File: src/logic/dss_defines.vh
// Object indices, field positions, reset values and codes of the drive stop and status logic.
`ifndef DSS_DEFINES_VH
`define DSS_DEFINES_VH

// ****************************************************************
// Object indices
// ****************************************************************
`define DSS_IDX_ERROR_CODE   16'h603f
`define DSS_IDX_STATUS_WORD  16'h6041
`define DSS_IDX_QUICK_STOP   16'h605a
`define DSS_IDX_SHUTDOWN     16'h605b
`define DSS_IDX_DISABLE_OP   16'h605c
`define DSS_IDX_HALT         16'h605d

// ****************************************************************
// Reset values and permitted sets, one mask bit per code value
// ****************************************************************
`define DSS_RST_QUICK_STOP   16'h0002
`define DSS_RST_SHUTDOWN     16'h0001
`define DSS_RST_DISABLE_OP   16'h0001
`define DSS_RST_HALT         16'h0001
`define DSS_OK_QUICK_STOP    16'h00ef
`define DSS_OK_SHUTDOWN      16'h0003
`define DSS_OK_DISABLE_OP    16'h0003
`define DSS_OK_HALT          16'h000e

// ****************************************************************
// Status word fields and error code alarm tag
// ****************************************************************
`define DSS_SW_WARNING       7
`define DSS_SW_MFR_LOW       8
`define DSS_SW_REMOTE        9
`define DSS_SW_TARGET        10
`define DSS_SW_LIMIT         11
`define DSS_SW_MODE_LOW      12
`define DSS_SW_MODE_HIGH     13
`define DSS_SW_MFR_HIGH_LSB  14
`define DSS_SW_MFR_HIGH_MSB  15
`define DSS_ERR_ALARM_TAG    8'hff

// ****************************************************************
// Drive state codes presented by the state machine
// ****************************************************************
`define DSS_ST_NOT_READY     3'h0
`define DSS_ST_SW_ON_DIS     3'h1
`define DSS_ST_READY         3'h2
`define DSS_ST_SWITCHED_ON   3'h3
`define DSS_ST_OP_ENABLED    3'h4
`define DSS_ST_QS_ACTIVE     3'h5
`define DSS_ST_FAULT_REACT   3'h6
`define DSS_ST_FAULT         3'h7

// ****************************************************************
// Stop rate selection and state after stop
// ****************************************************************
`define DSS_RATE_KEEP        2'h0
`define DSS_RATE_PROFILE     2'h1
`define DSS_RATE_QUICK       2'h2
`define DSS_RATE_INSTANT     2'h3
`define DSS_END_SW_ON_DIS    3'h1
`define DSS_END_READY        3'h2
`define DSS_END_SWITCHED_ON  3'h3
`define DSS_END_OP_ENABLED   3'h4
`define DSS_END_QS_ACTIVE    3'h5

`endif

File: src/logic/dss_option_reg.v
// One option code register that refuses values outside its permitted set.
`timescale 1ns/1ps
`default_nettype none

module dss_option_reg #(
    parameter [15:0] RESET_VALUE = 16'h0001,
    parameter [15:0] VALID_MASK  = 16'h0003
) (
    input  wire        clk_sys_i,
    input  wire        rstn_i,
    input  wire        wr_i,
    input  wire [15:0] wdata_i,
    output reg  [15:0] value_o,
    output wire        reject_o
);

    wire legal;

    // Negative values land outside the low nibble and are therefore refused.
    assign legal    = (wdata_i[15:4] == 12'h000) && VALID_MASK[wdata_i[3:0]];
    assign reject_o = wr_i && !legal;

    always @(posedge clk_sys_i)
    begin
        if (!rstn_i)
            value_o <= RESET_VALUE;
        else if (wr_i && legal)
            value_o <= wdata_i;
    end

endmodule

`default_nettype wire

File: src/logic/dss_core.v
// Drive status word, error code and stop behaviour selection.
`timescale 1ns/1ps
`default_nettype none
`include "dss_defines.vh"

module dss_core (
    input  wire        clk_sys_i,
    input  wire        rstn_i,
    // Object access port.
    input  wire [15:0] obj_index_i,
    input  wire        obj_rd_i,
    input  wire        obj_wr_i,
    input  wire [15:0] obj_wdata_i,
    output reg  [15:0] obj_rdata_o,
    output reg         obj_ack_o,
    output reg         obj_err_o,
    // Drive condition inputs.
    input  wire [2:0]  drive_state_i,
    input  wire        voltage_on_i,
    input  wire        info_active_i,
    input  wire        init_done_i,
    input  wire        target_reached_i,
    input  wire        internal_limit_i,
    input  wire [1:0]  mode_bits_i,
    input  wire [2:0]  mfr_bits_i,
    input  wire        alarm_present_i,
    input  wire [7:0]  alarm_code_i,
    input  wire        fault_reset_i,
    // Stop requests and motion feedback.
    input  wire        quick_stop_req_i,
    input  wire        shutdown_req_i,
    input  wire        disable_req_i,
    input  wire        halt_i,
    input  wire        ext_stop_i,
    input  wire        standstill_i,
    // Results.
    output reg  [15:0] status_word_o,
    output reg         alarm_clear_o,
    output reg         stop_active_o,
    output reg  [1:0]  stop_rate_o,
    output reg         current_off_o,
    output reg         stop_done_o,
    output reg  [2:0]  end_state_o
);

    // ****************
    // Local states and causes
    // ****************
    localparam [2:0] S_IDLE   = 3'b001;
    localparam [2:0] S_STOP   = 3'b010;
    localparam [2:0] S_FINISH = 3'b100;

    localparam [1:0] C_QUICK = 2'h0;
    localparam [1:0] C_SHUT  = 2'h1;
    localparam [1:0] C_DIS   = 2'h2;
    localparam [1:0] C_HALT  = 2'h3;

    // ****************
    // Decoding helpers
    // ****************
    function [6:0] state_flags;
        input [2:0] st;
        input       volt;
        reg   [6:0] f;
        begin
            f = 7'h00;
            case (st)
                `DSS_ST_SW_ON_DIS:   f = 7'b1000000;
                `DSS_ST_READY:       f = 7'b0100001;
                `DSS_ST_SWITCHED_ON: f = 7'b0100011;
                `DSS_ST_OP_ENABLED:  f = 7'b0100111;
                `DSS_ST_QS_ACTIVE:   f = 7'b0000111;
                `DSS_ST_FAULT_REACT: f = 7'b0001111;
                `DSS_ST_FAULT:       f = 7'b0001000;
                default:             f = 7'h00;
            endcase
            f[4] = volt;
            state_flags = f;
        end
    endfunction

    // Rate for the profile-or-off option codes of shutdown and disable.
    function [1:0] off_or_profile;
        input [15:0] code;
        begin
            if (code[0])
                off_or_profile = `DSS_RATE_PROFILE;
            else
                off_or_profile = `DSS_RATE_INSTANT;
        end
    endfunction

    // Quick stop and halt share the profile/quick/instant encoding in code bits 1:0.
    function [1:0] rate_of;
        input [15:0] code;
        begin
            case (code[1:0])
                2'h1:    rate_of = `DSS_RATE_PROFILE;
                2'h2:    rate_of = `DSS_RATE_QUICK;
                default: rate_of = `DSS_RATE_INSTANT;
            endcase
        end
    endfunction

    // ****************
    // Option code registers
    // ****************
    wire [15:0] qs_code;
    wire [15:0] shut_code;
    wire [15:0] dis_code;
    wire [15:0] halt_code;
    wire        qs_rej;
    wire        shut_rej;
    wire        dis_rej;
    wire        halt_rej;
    wire        wr_qs;
    wire        wr_shut;
    wire        wr_dis;
    wire        wr_halt;

    assign wr_qs   = obj_wr_i && (obj_index_i == `DSS_IDX_QUICK_STOP);
    assign wr_shut = obj_wr_i && (obj_index_i == `DSS_IDX_SHUTDOWN);
    assign wr_dis  = obj_wr_i && (obj_index_i == `DSS_IDX_DISABLE_OP);
    assign wr_halt = obj_wr_i && (obj_index_i == `DSS_IDX_HALT);

    dss_option_reg #(.RESET_VALUE(`DSS_RST_QUICK_STOP), .VALID_MASK(`DSS_OK_QUICK_STOP)) u_qs (
        .clk_sys_i (clk_sys_i),
        .rstn_i    (rstn_i),
        .wr_i      (wr_qs),
        .wdata_i   (obj_wdata_i),
        .value_o   (qs_code),
        .reject_o  (qs_rej)
    );

    dss_option_reg #(.RESET_VALUE(`DSS_RST_SHUTDOWN), .VALID_MASK(`DSS_OK_SHUTDOWN)) u_shut (
        .clk_sys_i (clk_sys_i),
        .rstn_i    (rstn_i),
        .wr_i      (wr_shut),
        .wdata_i   (obj_wdata_i),
        .value_o   (shut_code),
        .reject_o  (shut_rej)
    );

    dss_option_reg #(.RESET_VALUE(`DSS_RST_DISABLE_OP), .VALID_MASK(`DSS_OK_DISABLE_OP)) u_dis (
        .clk_sys_i (clk_sys_i),
        .rstn_i    (rstn_i),
        .wr_i      (wr_dis),
        .wdata_i   (obj_wdata_i),
        .value_o   (dis_code),
        .reject_o  (dis_rej)
    );

    dss_option_reg #(.RESET_VALUE(`DSS_RST_HALT), .VALID_MASK(`DSS_OK_HALT)) u_halt (
        .clk_sys_i (clk_sys_i),
        .rstn_i    (rstn_i),
        .wr_i      (wr_halt),
        .wdata_i   (obj_wdata_i),
        .value_o   (halt_code),
        .reject_o  (halt_rej)
    );

    // ****************
    // Status word and error code
    // ****************
    reg         remote;
    reg         fault_reset_q;
    reg  [15:0] next_status;
    wire [15:0] error_code;

    always @*
    begin
        next_status = 16'h0000;
        next_status[6:0] = state_flags(drive_state_i, voltage_on_i);
        next_status[`DSS_SW_WARNING] = info_active_i;
        next_status[`DSS_SW_MFR_LOW] = mfr_bits_i[0];
        next_status[`DSS_SW_REMOTE] = remote || init_done_i;
        next_status[`DSS_SW_TARGET] = target_reached_i;
        next_status[`DSS_SW_LIMIT] = internal_limit_i;
        next_status[`DSS_SW_MODE_HIGH:`DSS_SW_MODE_LOW] = mode_bits_i;
        next_status[`DSS_SW_MFR_HIGH_MSB:`DSS_SW_MFR_HIGH_LSB] = mfr_bits_i[2:1];
    end

    assign error_code = alarm_present_i ? {`DSS_ERR_ALARM_TAG, alarm_code_i} : 16'h0000;

    always @(posedge clk_sys_i)
    begin
        if (!rstn_i)
        begin
            remote        <= 1'b0;
            status_word_o <= 16'h0000;
            fault_reset_q <= 1'b0;
            alarm_clear_o <= 1'b0;
        end
        else
        begin
            if (init_done_i)
                remote <= 1'b1;
            status_word_o <= next_status;
            fault_reset_q <= fault_reset_i;
            // A held fault reset bit must not clear alarms that arrive later.
            alarm_clear_o <= fault_reset_i && !fault_reset_q;
        end
    end

    // ****************
    // Object access: one-cycle registered answer
    // ****************
    reg [15:0] next_rdata;
    reg        next_err;

    always @*
    begin
        next_rdata = 16'h0000;
        next_err   = 1'b0;
        case (obj_index_i)
            `DSS_IDX_ERROR_CODE:  next_err = obj_wr_i;
            `DSS_IDX_STATUS_WORD: next_err = obj_wr_i;
            `DSS_IDX_QUICK_STOP:  next_err = qs_rej;
            `DSS_IDX_SHUTDOWN:    next_err = shut_rej;
            `DSS_IDX_DISABLE_OP:  next_err = dis_rej;
            `DSS_IDX_HALT:        next_err = halt_rej;
            default:              next_err = 1'b1;
        endcase
        if (obj_rd_i)
        begin
            case (obj_index_i)
                `DSS_IDX_ERROR_CODE:  next_rdata = error_code;
                `DSS_IDX_STATUS_WORD: next_rdata = next_status;
                `DSS_IDX_QUICK_STOP:  next_rdata = qs_code;
                `DSS_IDX_SHUTDOWN:    next_rdata = shut_code;
                `DSS_IDX_DISABLE_OP:  next_rdata = dis_code;
                `DSS_IDX_HALT:        next_rdata = halt_code;
                default:              next_rdata = 16'h0000;
            endcase
        end
    end

    always @(posedge clk_sys_i)
    begin
        if (!rstn_i)
        begin
            obj_rdata_o <= 16'h0000;
            obj_ack_o   <= 1'b0;
            obj_err_o   <= 1'b0;
        end
        else
        begin
            obj_ack_o <= obj_rd_i || obj_wr_i;
            obj_err_o <= (obj_rd_i || obj_wr_i) && next_err;
            if (obj_rd_i)
                obj_rdata_o <= next_rdata;
        end
    end

    // ****************
    // Stop sequencer
    // ****************
    reg [2:0]  state;
    reg [1:0]  cause;
    reg [15:0] code_used;
    reg        ext_held;
    reg [2:0]  next_end;

    // The quick stop code is frozen at the start so a write during the stop waits.
    always @*
    begin
        next_end = `DSS_END_OP_ENABLED;
        case (cause)
            C_QUICK:
            begin
                if (code_used[2])
                    next_end = `DSS_END_QS_ACTIVE;
                else
                    next_end = `DSS_END_SW_ON_DIS;
            end
            C_SHUT:  next_end = `DSS_END_READY;
            C_DIS:   next_end = `DSS_END_SWITCHED_ON;
            default: next_end = `DSS_END_OP_ENABLED;
        endcase
    end

    always @(posedge clk_sys_i)
    begin
        if (!rstn_i)
        begin
            state         <= S_IDLE;
            cause         <= C_QUICK;
            code_used     <= 16'h0000;
            ext_held      <= 1'b0;
            stop_active_o <= 1'b0;
            stop_rate_o   <= `DSS_RATE_KEEP;
            current_off_o <= 1'b0;
            stop_done_o   <= 1'b0;
            end_state_o   <= `DSS_END_OP_ENABLED;
        end
        else
        begin
            stop_done_o <= 1'b0;
            case (state)
                S_IDLE:
                begin
                    current_off_o <= 1'b0;
                    ext_held      <= ext_stop_i;
                    if (quick_stop_req_i)
                    begin
                        state         <= S_STOP;
                        cause         <= C_QUICK;
                        code_used     <= qs_code;
                        stop_active_o <= 1'b1;
                        current_off_o <= (qs_code[2:0] == 3'h0);
                        if (ext_stop_i)
                            stop_rate_o <= `DSS_RATE_KEEP;
                        else
                            stop_rate_o <= rate_of(qs_code);
                    end
                    else if (shutdown_req_i)
                    begin
                        state         <= S_STOP;
                        cause         <= C_SHUT;
                        code_used     <= shut_code;
                        stop_active_o <= 1'b1;
                        stop_rate_o   <= off_or_profile(shut_code);
                        current_off_o <= !shut_code[0];
                    end
                    else if (disable_req_i)
                    begin
                        state         <= S_STOP;
                        cause         <= C_DIS;
                        code_used     <= dis_code;
                        stop_active_o <= 1'b1;
                        stop_rate_o   <= off_or_profile(dis_code);
                        current_off_o <= !dis_code[0];
                    end
                    else if (halt_i)
                    begin
                        state         <= S_STOP;
                        cause         <= C_HALT;
                        code_used     <= halt_code;
                        stop_active_o <= 1'b1;
                        stop_rate_o   <= rate_of(halt_code);
                    end
                end
                S_STOP:
                begin
                    if (ext_stop_i)
                        ext_held <= 1'b1;
                    if (quick_stop_req_i && (cause != C_QUICK))
                    begin
                        cause     <= C_QUICK;
                        code_used <= qs_code;
                        // An instant stop already under way is never slowed down.
                        if (!ext_held && !ext_stop_i && (stop_rate_o != `DSS_RATE_INSTANT))
                            stop_rate_o <= `DSS_RATE_QUICK;
                    end
                    else if (current_off_o || standstill_i)
                    begin
                        state         <= S_FINISH;
                        stop_active_o <= 1'b0;
                        // Shutdown and disable leave the motor unexcited after standstill.
                        current_off_o <= (cause == C_SHUT) || (cause == C_DIS) || current_off_o;
                        stop_done_o   <= 1'b1;
                        end_state_o   <= next_end;
                    end
                end
                S_FINISH:
                begin
                    // Halt must be released before a new halt stop is taken.
                    if (!(cause == C_HALT && halt_i))
                        state <= S_IDLE;
                end
                default:
                begin
                    state <= S_IDLE;
                end
            endcase
        end
    end

endmodule

`default_nettype wire

File: config.mk
export PLATFORM = sky130hd
export DESIGN_NAME = dss_core
export DESIGN_NICKNAME = d
export VERILOG_FILES = /design/src/logic/dss_option_reg.v /design/src/logic/dss_core.v
export VERILOG_INCLUDE_DIRS = /design/src /design/src/logic
export SDC_FILE = /design/constraint.sdc
export NUM_CORES = 1
export LEC_CHECK = 0
export BUFFER_PORTS_ARGS = -buffer_cell sky130_fd_sc_hd__buf_2
export CELL_PAD_IN_SITES_DETAIL_PLACEMENT = 2
export CELL_PAD_IN_SITES_GLOBAL_PLACEMENT = 2
export CORE_UTILIZATION = 37
export DETAILED_ROUTE_END_ITERATION = 12
export PLACE_DENSITY = 0.94
export SLEW_MARGIN = 0
export SYNTH_ARGS = -nofsm -noshare
export SYNTH_HDL_FRONTEND = slang
export SYNTH_HIERARCHICAL = 1
export SYNTH_SLANG_ARGS = --single-unit
export TNS_END_PERCENT = 50
File: constraint.sdc
create_clock -name clk_sys_i -period 3.3 [get_ports clk_sys_i]
set_input_delay 0.165 -clock clk_sys_i [delete_from_list [all_inputs] [get_ports clk_sys_i]]
set_output_delay 0.165 -clock clk_sys_i [all_outputs]
set_load 0.1 [all_outputs]
==> results.yml, run 1 <==
clock_network:
  cts-htree-levels: 4
  cts_sinks: 116
  cts_tree: "built"
  root_buffer: "clkbuf_16"
  clock_latency_ns: 0.43
  cts_setup_buffers: 0
  clk_path_buf_depth: 2
  path_clk_slew_ns: 0.06
  cts_buffers: 17
sta:
  tightest_slew_ns: 1.292
  tns_ns: 0
  rsz0062_at_grt: "no"
  fin_crit_sh_pct: 71.94
  finalHoldWorstSlack_ns: 0.01089
  final-setup-viol-count: 0
  timing.final.max_slew_violations: 0
  slew_headroom_pct: 13.44
  finClkSkew_ns: 0.008498
  finalHoldViolations: 0
  fmax_mhz: 421.3
  fin_crit_ns: 2.374
worst_setup_path:
  path_max_fanout: 15
  cp_common_cell: "and3_1"
  cp_data_required_time_ns: 3.61
  crit_family: "simple AND/OR/NAND/NOR gates"
  startpoint_type: "input port"
  crit_start: "obj_index_i[9]"
  cp.depth: 7
  crit_chain: "buf_2 > nor4_4 > and3_1 > and3_1 > nor4b_4 > a41oi_2 > and2_1"
  crit_end: "u_shut/value_o[10]"
  critPathSlowestCell: "and3_1"
  cp.arrival_ns: 2.69
  r2r-end: "cause[1]"
  max_stage_delay_ns: 0.61
  cp.buffers_inverters: 1
  r2r_start: "cause[0]"
  reg2reg_depth: 7
  crit_type: "in -> reg"
  r2r_setup_slack_ns: 1.31
  critPathCaptureType: "flop"
drt:
  drt-total-wl_um: 23800
  via_per_inst: 5.983
  dr.pass1.iters: 6
  routedWlPerCell_um: 28.68
  vias: 4966
  ant_nets: 0
  drc: 0
  drt-initial-drc-count: 413
grt:
  grt-ovfl-total: 0
  grt_pass1_wl_um: 35820
  grt_use_met2_pct: 57.96
  use_met1_pct: 38.40
  first_global_vias: 5567
  grt.total_usage_pct: 33.74
  grt_start_max_net_pins: 31
  grt.busiest_layer: "met2"
  grt.met3_usage_pct: 6.908
  antenna_found_initial: 0
floorplan:
  coreArea_um2: 13880
  dieArea_um2: 14690
  fp.dieH_um: 121.2
  start_util_pct: 37.89
  io_pins: 108
  dieWidth_um: 121.2
  rows: 43
yosys:
  syn-cell-area_um2: 5259
  ys_types: 74
  ys.flop_type: "dfxtp_1"
  syn_avg_cell_area_um2: 10.04
  ys_seq_elements: 116
  yosys_warnings: 6
  yosysSeqAreaShare_pct: 44.16
  synthCells: 524
  async_flop_share_pct: 0
  synth.net_count: 592
  synth_edf_count: 0
placement:
  io_buffers: 107
  dp_hpwl_um: 13930
  globalplace.congestion: 0.8208
job:
  drv_cap: 0
power_and_ir_drop:
  max-vdd-ir-drop_v: 0.0003609
  p_leak_nw: 2.575
  power_density_nw_per_um2: 599.0
cells_and_area:
  area_growth_pct: 24.24
  drive_gt1_share_pct: 31.23
  diodes: 0
  layout.nets: 705
run_status:
  status: "complete, no violations"
worst_hold_path:
  min_path_type: "in -> reg"
## final cells by class
cell class                 count  area [µm²]
fill                        1437        7347
multi-input combinational    365        2679
sequential                   116        2322
timing repair buffer         120       653.1
clock buffer                  18       429.2
tap                          180       225.2
clock inverter                14       161.4
inverter                      17       63.81
## worst reg2reg max path, stage by stage, from the launching register on
cell     delay (ns)
dfxtp_1        0.40
inv_1          0.11
ha_1           0.27
nor2b_1        0.24
nand2_1        0.15
a21oi_2        0.31
mux2i_1        0.28
nor2_1         0.11
## metal layers
metal	up-vias	routed length, µm
met1	2519	9444
met4	0	1135
met2	238	11960
met5	-	0
li1	2123	-
met3	86	1267
## synth_stat cells, types with 4 or more instances
cell type / number / area share [%]
a211oi_1: 4 / 0.57
a21oi_1: 14 / 1.3
mux2i_1: 12 / 2.3
inv_1: 16 / 1.1
nand2_1: 48 / 3.4
a32oi_1: 10 / 1.7
and2_4: 20 / 3.3
buf_2: 5 / 0.48
clkbuf_1: 9 / 0.64
o21ai_1: 6 / 0.57
and4b_1: 6 / 1.1
and3_1: 9 / 1.1
nor2b_1: 8 / 0.95
and2_1: 55 / 6.5
o21ai_0: 12 / 1.1
a22oi_2: 8 / 1.9
buf_6: 8 / 1.7
a22o_1: 7 / 1.2
nor3b_1: 4 / 0.57
nor4_4: 8 / 3.2
a22oi_1: 5 / 0.71
o21a_1: 4 / 0.57
nor3_1: 9 / 0.86
dfxtp_1: 116 / 44
a222oi_1: 8 / 1.5
nor2_1: 34 / 2.4
nor4_1: 6 / 0.71
## placed cells by master, fill, tap and decap left out, types with 3 or more instances in the layout
cell	count
a21oi_1	14
a22oi_1	5
mux2i_1	12
and3_1	9
and4b_4	3
o21a_1	4
a221oi_1	3
a22o_1	7
ha_1	3
nor4_1	6
and4bb_2	3
a211oi_1	4
a222oi_1	8
nor4_4	8
nand4_1	3
and2_4	20
bufinv_16	3
a22oi_2	8
a32oi_1	10
nor2b_1	8
buf_2	107
dfxtp_1	116
clkinv_2	6
and4b_1	6
dlygate4sd3_1	8
nor3_1	9
inv_1	16
buf_4	5
nor3b_1	4
o21ai_0	12
nor2_1	34
and2_1	55
nand2_1	48
o2bb2ai_1	3
clkbuf_16	17
o21ai_1	6
## stage by stage
stage          area [µm²]  instances  utilization, %  power, W  setup slack (ns)
5_1_grt              6534        830           47.07  0.004001            0.8848
2_1_floorplan        5259        524               -  0.001826             1.282
3_3_place_gp         5863        790           42.24  0.001952            0.9083
3_5_place_dp         5863        790           42.24  0.001981            0.6251
6_report             6534        830           47.07  0.003913            0.9261
4_1_cts              6534        830           47.07  0.003888             1.025
## flip-flops by register name, summed over array words and instances, names as in the netlist, 2 cells and up
signal,cells
u_shut/value_o,16
u_halt/value_o,16
u_qs/value_o,16
cause,2
stop_rate_o,2
state,3
status_word_o,16
obj_rdata_o,16
u_dis/value_o,16
end_state_o,3
## where the power goes
group	switching, W	internal [W]	total, W
sequential	0.0000293	0.00144	0.00147
clock	0.000735	0.00118	0.00192
combinational	0.000404	0.000127	0.000530
## what timing repair did
item,CTS,global route
endpoints found under the hold margin,8,0
hold buffers,8,0
setup endpoints to repair,0,0
resized for setup,0,0
## cells by family (layout without fill, tap and decap cells)
| logic type | Yosys count | after routing | share of synthesized area [%] |
|---|---|---|---|
| mux | 13 | 13 | 2.498 |
| fa+ha+maj | 3 | 3 | 0.7139 |
| simple gates | 243 | 243 | 31.07 |
| flops | 116 | 116 | 44.16 |
| buf+inv | 43 | 169 | 4.901 |
| xor+xnor | 1 | 1 | 0.1666 |
| compound gates | 105 | 105 | 16.49 |
## how the worst min path moves through the flow
| stage | startpoint | cells after the start | endpoint |
|---|---|---|---|
| floorplan | rstn_i | 1 | u_halt/value_o[0] |
| global placement | fault_reset_q | 1 | alarm_clear_o |
| detailed placement | fault_reset_q | 1 | alarm_clear_o |
| CTS | internal_limit_i | 2 | status_word_o[11] |
| global route | internal_limit_i | 2 | status_word_o[11] |
| finish | internal_limit_i | 2 | status_word_o[11] |
Power figures use the tool's default switching activity.
==> inputs of run 2 (changes only) <==
--- a/config.mk
+++ b/config.mk
@@ -6,12 +6,13 @@
 export SDC_FILE = /design/constraint.sdc
 export NUM_CORES = 1
 export LEC_CHECK = 0
+export ABC_AREA = 1
 export BUFFER_PORTS_ARGS = -buffer_cell sky130_fd_sc_hd__buf_2
 export CELL_PAD_IN_SITES_DETAIL_PLACEMENT = 2
 export CELL_PAD_IN_SITES_GLOBAL_PLACEMENT = 2
-export CORE_UTILIZATION = 37
+export CORE_UTILIZATION = 30
 export DETAILED_ROUTE_END_ITERATION = 12
-export PLACE_DENSITY = 0.94
+export PLACE_DENSITY = 0.88
 export SLEW_MARGIN = 0
 export SYNTH_ARGS = -nofsm -noshare
 export SYNTH_HDL_FRONTEND = slang
==> constraint.sdc (replaced) <==
create_clock -name clk_sys_i -period 2.43 [get_ports clk_sys_i]
set_input_delay 0.1215 -clock clk_sys_i [delete_from_list [all_inputs] [get_ports clk_sys_i]]
set_output_delay 0.1215 -clock clk_sys_i [all_outputs]
set_load 0.1 [all_outputs]
==> run 2 against run 1 <==
Total power grew 38%. Via count grew 23%. Core utilization shrank 9.0 points. Global-route usage shrank 8.2 points. Sequential power grew 37%. Synthesized cell count grew 60%. Sequential share of layout area shrank 3.1 points. Clock skew shrank 0.0025 ns. Critical endpoint is now current_off_o. Highest routed layer unchanged.
==> results.yml, run 2 <==
run_status:
  status: "complete, no violations"
sta:
  fin_crit_sh_pct: 76.75
  tightest_slew_ns: 0.5966
  finalHoldViolations: 0
  slew_headroom_pct: 60.08
  finClkSkew_ns: 0.006003
  tns_ns: 0
  timing.final.max_slew_violations: 0
  rsz0062_at_grt: "no"
  fin_crit_ns: 1.865
  final-setup-viol-count: 0
  fmax_mhz: 536.2
  finalHoldWorstSlack_ns: 0.01256
yosys:
  async_flop_share_pct: 0
  synth_edf_count: 0
  yosysSeqAreaShare_pct: 40.42
  synth.area.top_cells: "dfxtp_1 (40%), nand2_1 (14%), nor2_1 (9.3%)"
  syn_avg_cell_area_um2: 6.848
  syn-cell-area_um2: 5746
  ys.flop_type: "dfxtp_1"
  synth_top_area_cell: "dfxtp_1"
  synth.net_count: 907
  yosys_warnings: 6
  ys_types: 34
  synth_common_cells: "nand2_1 (213), nor2_1 (143), dfxtp_1 (116)"
  synth_most_common_cell: "nand2_1"
  ys_seq_elements: 116
  synthCells: 839
  synth_top_area_share_pct: 40.42
worst_setup_path:
  crit_start: "cause[1]"
  crit_type: "reg -> reg"
  path_max_fanout: 3
  max_stage_delay_ns: 0.38
  r2r_setup_slack_ns: 0.56
  critPathCaptureType: "flop"
  critPathSlowestCell: "dfxtp_1"
  cp_common_cell: "inv_1"
  startpoint_type: "flop"
  reg2reg_depth: 10
  r2r-end: "current_off_o"
  cp.arrival_ns: 2.17
  r2r_start: "cause[1]"
  cp_data_required_time_ns: 2.73
  crit_chain: "inv_1 > ha_1 > nor2_1 > inv_1 > nor2_1 > inv_1 > nand2_1 > inv_1 > o311ai_0 > a21oi_1"
floorplan:
  start_util_pct: 30.61
  fp.dieH_um: 140.4
  dieArea_um2: 19710
  io_pins: 108
  coreArea_um2: 18770
  rows: 50
  dieWidth_um: 140.4
drt:
  drt-initial-drc-count: 265
  drc: 0
  dr.pass1.iters: 5
  vias: 6132
  via_per_inst: 5.106
  drt-total-wl_um: 24270
  routedWlPerCell_um: 20.21
  ant_nets: 0
worst_hold_path:
  worstHoldStart: "ext_stop_i"
  min_path_type: "in -> reg"
  hold_depth: 3
  min_to: "ext_held"
placement:
  dpl.cell_count: 1158
  globalplace.congestion: 0.7813
  dp_hpwl_um: 14590
  io_buffers: 107
grt:
  grt_start_max_net_pins: 30
  first_global_vias: 6757
  grt-ovfl-total: 0
  antenna_found_initial: 0
  grt.total_usage_pct: 25.52
  grt_pass1_wl_um: 38070
clock_network:
  cts_buffers: 17
  path_clk_slew_ns: 0.06
  cts-htree-levels: 4
  clock_latency_ns: 0.43
  cts_sinks: 116
  cts_tree: "built"
  root_buffer: "clkbuf_16"
  clk_path_buf_depth: 2
cells_and_area:
  drive_gt1_share_pct: 22.34
  utilization_pct: 38.09
  layout.nets: 1024
  area_growth_pct: 24.41
  layout_commonest_cell: "nand2_1"
  final_cells: 1201
  final_cell_mix: "nand2_1 (213), nor2_1 (143), dfxtp_1 (116)"
  diodes: 0
power_and_ir_drop:
  p_leak_nw: 3.548
  power_density_nw_per_um2: 754.8
  max-vdd-ir-drop_v: 0.0004418
job:
  drv_cap: 0
## run 2: changes by cell type in the layout (fill, tap and decap cells not counted), sizes merged, moves of 10 or more
| cell | delta |
|---|---|
| nor2 | +128 |
| nand3 | +119 |
| mux2i | -12 |
| nor4 | -13 |
| a21oi | +15 |
| a22oi | -13 |
| nand2 | +179 |
| inv | +84 |
| and2 | -77 |
| a32oi | -10 |
## run 2: metal layers
metal	wire length, µm	global-route usage [%]	share of wire, %
met5	0	0	0
met1	10370	29.50	43
met3	936	4.615	3.9
met4	591	10.47	2.4
met2	12370	46.16	51
## run 2: area by class of cell
class	count	area, µm²
clock buffers	20	466.7
clock inverters	10	107.6
fillers	2209	11620
inverters	102	382.9
multi-input cells	589	2823
flip-flops and latches	116	2322
well taps	234	292.8
repair buffers	130	753.2
## run 2: timing repair
item	4_1_cts	5_1_grt
endpoints found under the hold margin	14	0
resized for setup	0	0
hold buffers	13	0
buffers inserted	0	0
## run 2: cell families (layout without fill, tap and decap cells)
logic type	Yosys count	count (layout)	share of synthesized area, %
AO/OA/AOI/OAI	56	56	5.510
buffers and inverters	134	262	10.45
flip-flops	116	116	40.42
adder cells (fa/ha/maj)	3	3	0.6534
AND/OR/NAND/NOR	530	530	42.97
## run 2: power by group
part,internal (W),switching [W]
Clock,0.00157,0.000954
Combinational,0.000197,0.000657
Sequential,0.00197,0.0000478
Total,0.00374,0.00166
## run 2: worst max-delay path, delay by kind of cell, from the launching register on
family / cells / cell delay, ns
adder cells (fa/ha/maj): 1 / 0.24
AND/OR/NAND/NOR: 3 / 0.57
buffers and inverters: 4 / 0.34
flip-flops: 1 / 0.38
AO/OA/AOI/OAI: 2 / 0.19
## run 2: worst max-delay path by stage
stage               slack (ns)              end  cells past startpoint
global route              0.44    current_off_o                     10
global placement          0.45  u_qs/value_o[1]                      9
detailed placement        0.33  u_qs/value_o[1]                     10
CTS                       0.55    current_off_o                     10
floorplan                 0.59   end_state_o[2]                      6
finish                    0.56    current_off_o                     10
## run 2: through the flow
stage          total power [W]  worst slack, ns  instance area, µm²
6_report              0.005396           0.5649                7148
5_1_grt               0.005579           0.4363                7148
3_3_place_gp          0.002847           0.4518                6444
4_1_cts               0.005418           0.5524                7148
3_5_place_dp          0.002875           0.3320                6444
2_1_floorplan         0.002634           0.5884                5746
==> inputs of run 3 (changes only) <==
--- a/config.mk
+++ b/config.mk
@@ -10,9 +10,9 @@
 export BUFFER_PORTS_ARGS = -buffer_cell sky130_fd_sc_hd__buf_2
 export CELL_PAD_IN_SITES_DETAIL_PLACEMENT = 2
 export CELL_PAD_IN_SITES_GLOBAL_PLACEMENT = 2
-export CORE_UTILIZATION = 30
+export CORE_UTILIZATION = 27
 export DETAILED_ROUTE_END_ITERATION = 12
-export PLACE_DENSITY = 0.88
+export PLACE_DENSITY = 0.84
 export SLEW_MARGIN = 0
 export SYNTH_ARGS = -nofsm -noshare
 export SYNTH_HDL_FRONTEND = slang
==> constraint.sdc (replaced) <==
create_clock -name clk_sys_i -period 1.59 [get_ports clk_sys_i]
set_input_delay 0.0795 -clock clk_sys_i [delete_from_list [all_inputs] [get_ports clk_sys_i]]
set_output_delay 0.0795 -clock clk_sys_i [all_outputs]
set_load 0.1 [all_outputs]
==> run 3 against run 2 <==
Total power increased by 60%. Final cell count is 6.5% higher. First-iteration DRC count is 19% higher. Core utilization decreased by 0.85 points. Setup slack got worse by 0.45 ns. Sequential power grew 53%. Die area grew 11%. Combinational power rose by 66%. Global-route usage up 0.050 points. Via count up 3.7%. Critical path type unchanged. Largest power group unchanged.
==> results.yml, run 3 (synthesis gave the netlist of run 2 again) <==
run_status:
  status: "complete, no violations"
worst_setup_path:
  startpoint_type: "flop"
  critPathCaptureType: "flop"
  cp_data_required_time_ns: 1.89
  path_max_fanout: 3
  r2r_start: "cause[0]"
  reg2reg_depth: 10
  cp.arrival_ns: 1.77
  r2r_setup_slack_ns: 0.11
  r2r-end: "current_off_o"
  crit_type: "reg -> reg"
sta:
  final-setup-viol-count: 0
  finClkSkew_ns: 0.01241
  finalHoldViolations: 0
  fmax_mhz: 677.6
  setup_ws_ns: 0.1141
  timing.final.max_slew_violations: 0
  slew_headroom_pct: 58.19
  fin_crit_sh_pct: 92.82
  tightest_slew_ns: 0.6265
  rsz0062_at_grt: "no"
  fin_crit_ns: 1.476
  finalHoldWorstSlack_ns: 0.02403
job:
  drv_cap: 0
clock_network:
  cts_buffers: 17
  cts_sinks: 116
  cts_setup_buffers: 0
  clock_latency_ns: 0.44
  cts_tree: "built"
  root_buffer: "clkbuf_16"
  clk_path_buf_depth: 2
  cts-htree-levels: 4
  path_clk_slew_ns: 0.06
worst_hold_path:
  min_path_type: "in -> reg"
  hold_depth: 3
  min_to: "state[1]"
  worstHoldStart: "rstn_i"
floorplan:
  fp.dieH_um: 147.9
  coreArea_um2: 20560
  start_util_pct: 27.95
  io_pins: 108
  dieArea_um2: 21870
  rows: 52
  dieWidth_um: 147.9
cells_and_area:
  area_growth_pct: 33.25
  drive_gt1_share_pct: 25.97
  final_cells: 1279
  nFillCells: 2421
  multi_input_comb_area_um2: 2870
  final_cell_mix: "nand2_1 (213), nor2_1 (138), dfxtp_1 (114)"
  layout_commonest_cell: "nand2_1"
  layout.nets: 1065
  diodes: 0
  regArea_um2: 2325
grt:
  first_global_vias: 7227
  grt_pass1_wl_um: 42080
  grt.total_usage_pct: 25.57
  grt-ovfl-total: 0
  grt_start_max_net_pins: 32
  antenna_found_initial: 0
drt:
  drt-total-wl_um: 26680
  vias: 6359
  via_per_inst: 4.972
  drc: 0
  dr.pass1.iters: 5
  drt-initial-drc-count: 316
  ant_nets: 0
  routedWlPerCell_um: 20.86
placement:
  dp_hpwl_um: 16230
  dpl.cell_count: 1228
  pre_cts_slack_ns: -0.09979
  globalplace.congestion: 0.7933
  io_buffers: 107
power_and_ir_drop:
  max-vdd-ir-drop_v: 0.0007005
  power_density_nw_per_um2: 1127
  p_leak_nw: 3.795
## run 3: changes by cell type in the layout (fill, tap and decap cells not counted), moves of 3 or more
cell	previous run	this run
clkinv_2	5	2
buf_12	1	4
buf_4	9	39
nor2_2	10	13
nor2_1	143	138
dlygate4sd3_1	13	20
## run 3: metal layers
layer,vias to the layer above,routed length (µm),GRT usage (%)
li1,2947,-,-
met1,3155,11060,29.20
met3,72,1120,4.321
met4,0,1010,13.71
met5,-,0,0
met2,185,13480,45.38
## run 3: layout make-up
type,instances,share of cell area [%]
Timing Repair Buffer,171,14.63
Tap cell,270,4.412
Sequential cell,116,30.36
Clock inverter,8,1.602
Inverter,102,5.001
Multi-Input combinational cell,589,37.49
Clock buffer,23,6.504
## run 3: how the worst max path moves through the flow
stage | start | endpoint | slack, ns
after floorplan | stop_rate_o[0] | stop_rate_o[1] | -0.07
after global placement | obj_index_i[12] | obj_rdata_o[11] | -0.04
after detailed placement | obj_index_i[9] | obj_rdata_o[15] | -0.1
after CTS | cause[1] | current_off_o | 0.005
after global routing | cause[0] | current_off_o | 0.002
final | cause[0] | current_off_o | 0.11
## run 3: repair_timing
action,CTS,global route
hold buffers,20,0
setup endpoints to repair,11,12
endpoints found under the hold margin,20,0
resized for setup,4,12
pin swaps,0,4
## run 3: worst max-delay path: stages (launching register included)
cell	delay (ns)
dfxtp_1	0.34
inv_1	0.07
ha_2	0.20
nor2_2	0.11
inv_1	0.08
nor2_4	0.13
inv_1	0.07
nand2_1	0.10
inv_1	0.05
o311ai_0	0.08
a21oi_1	0.12
## run 3: where the power goes
part / switching, W / total (W) / internal [W] / leakage, nW
registers: 0.0000726 / 0.00309 / 0.00302 / 0.943
clock network: 0.00146 / 0.00411 / 0.00266 / 0.297
logic: 0.00105 / 0.00142 / 0.000370 / 2.55
total: 0.00258 / 0.00862 / 0.00605 / 3.79
## run 3: per-stage QoR
stage,setup TNS (ns),util (%),power [W],instance area (µm²)
floorplan,-0.1374,-,0.004027,5747
global placement,-0.06400,32.99,0.004401,6783
detailed placement,-1.535,32.99,0.004448,6783
CTS,0,37.04,0.008609,7616
global route,0,37.24,0.008905,7656
finish,0,37.24,0.008625,7656
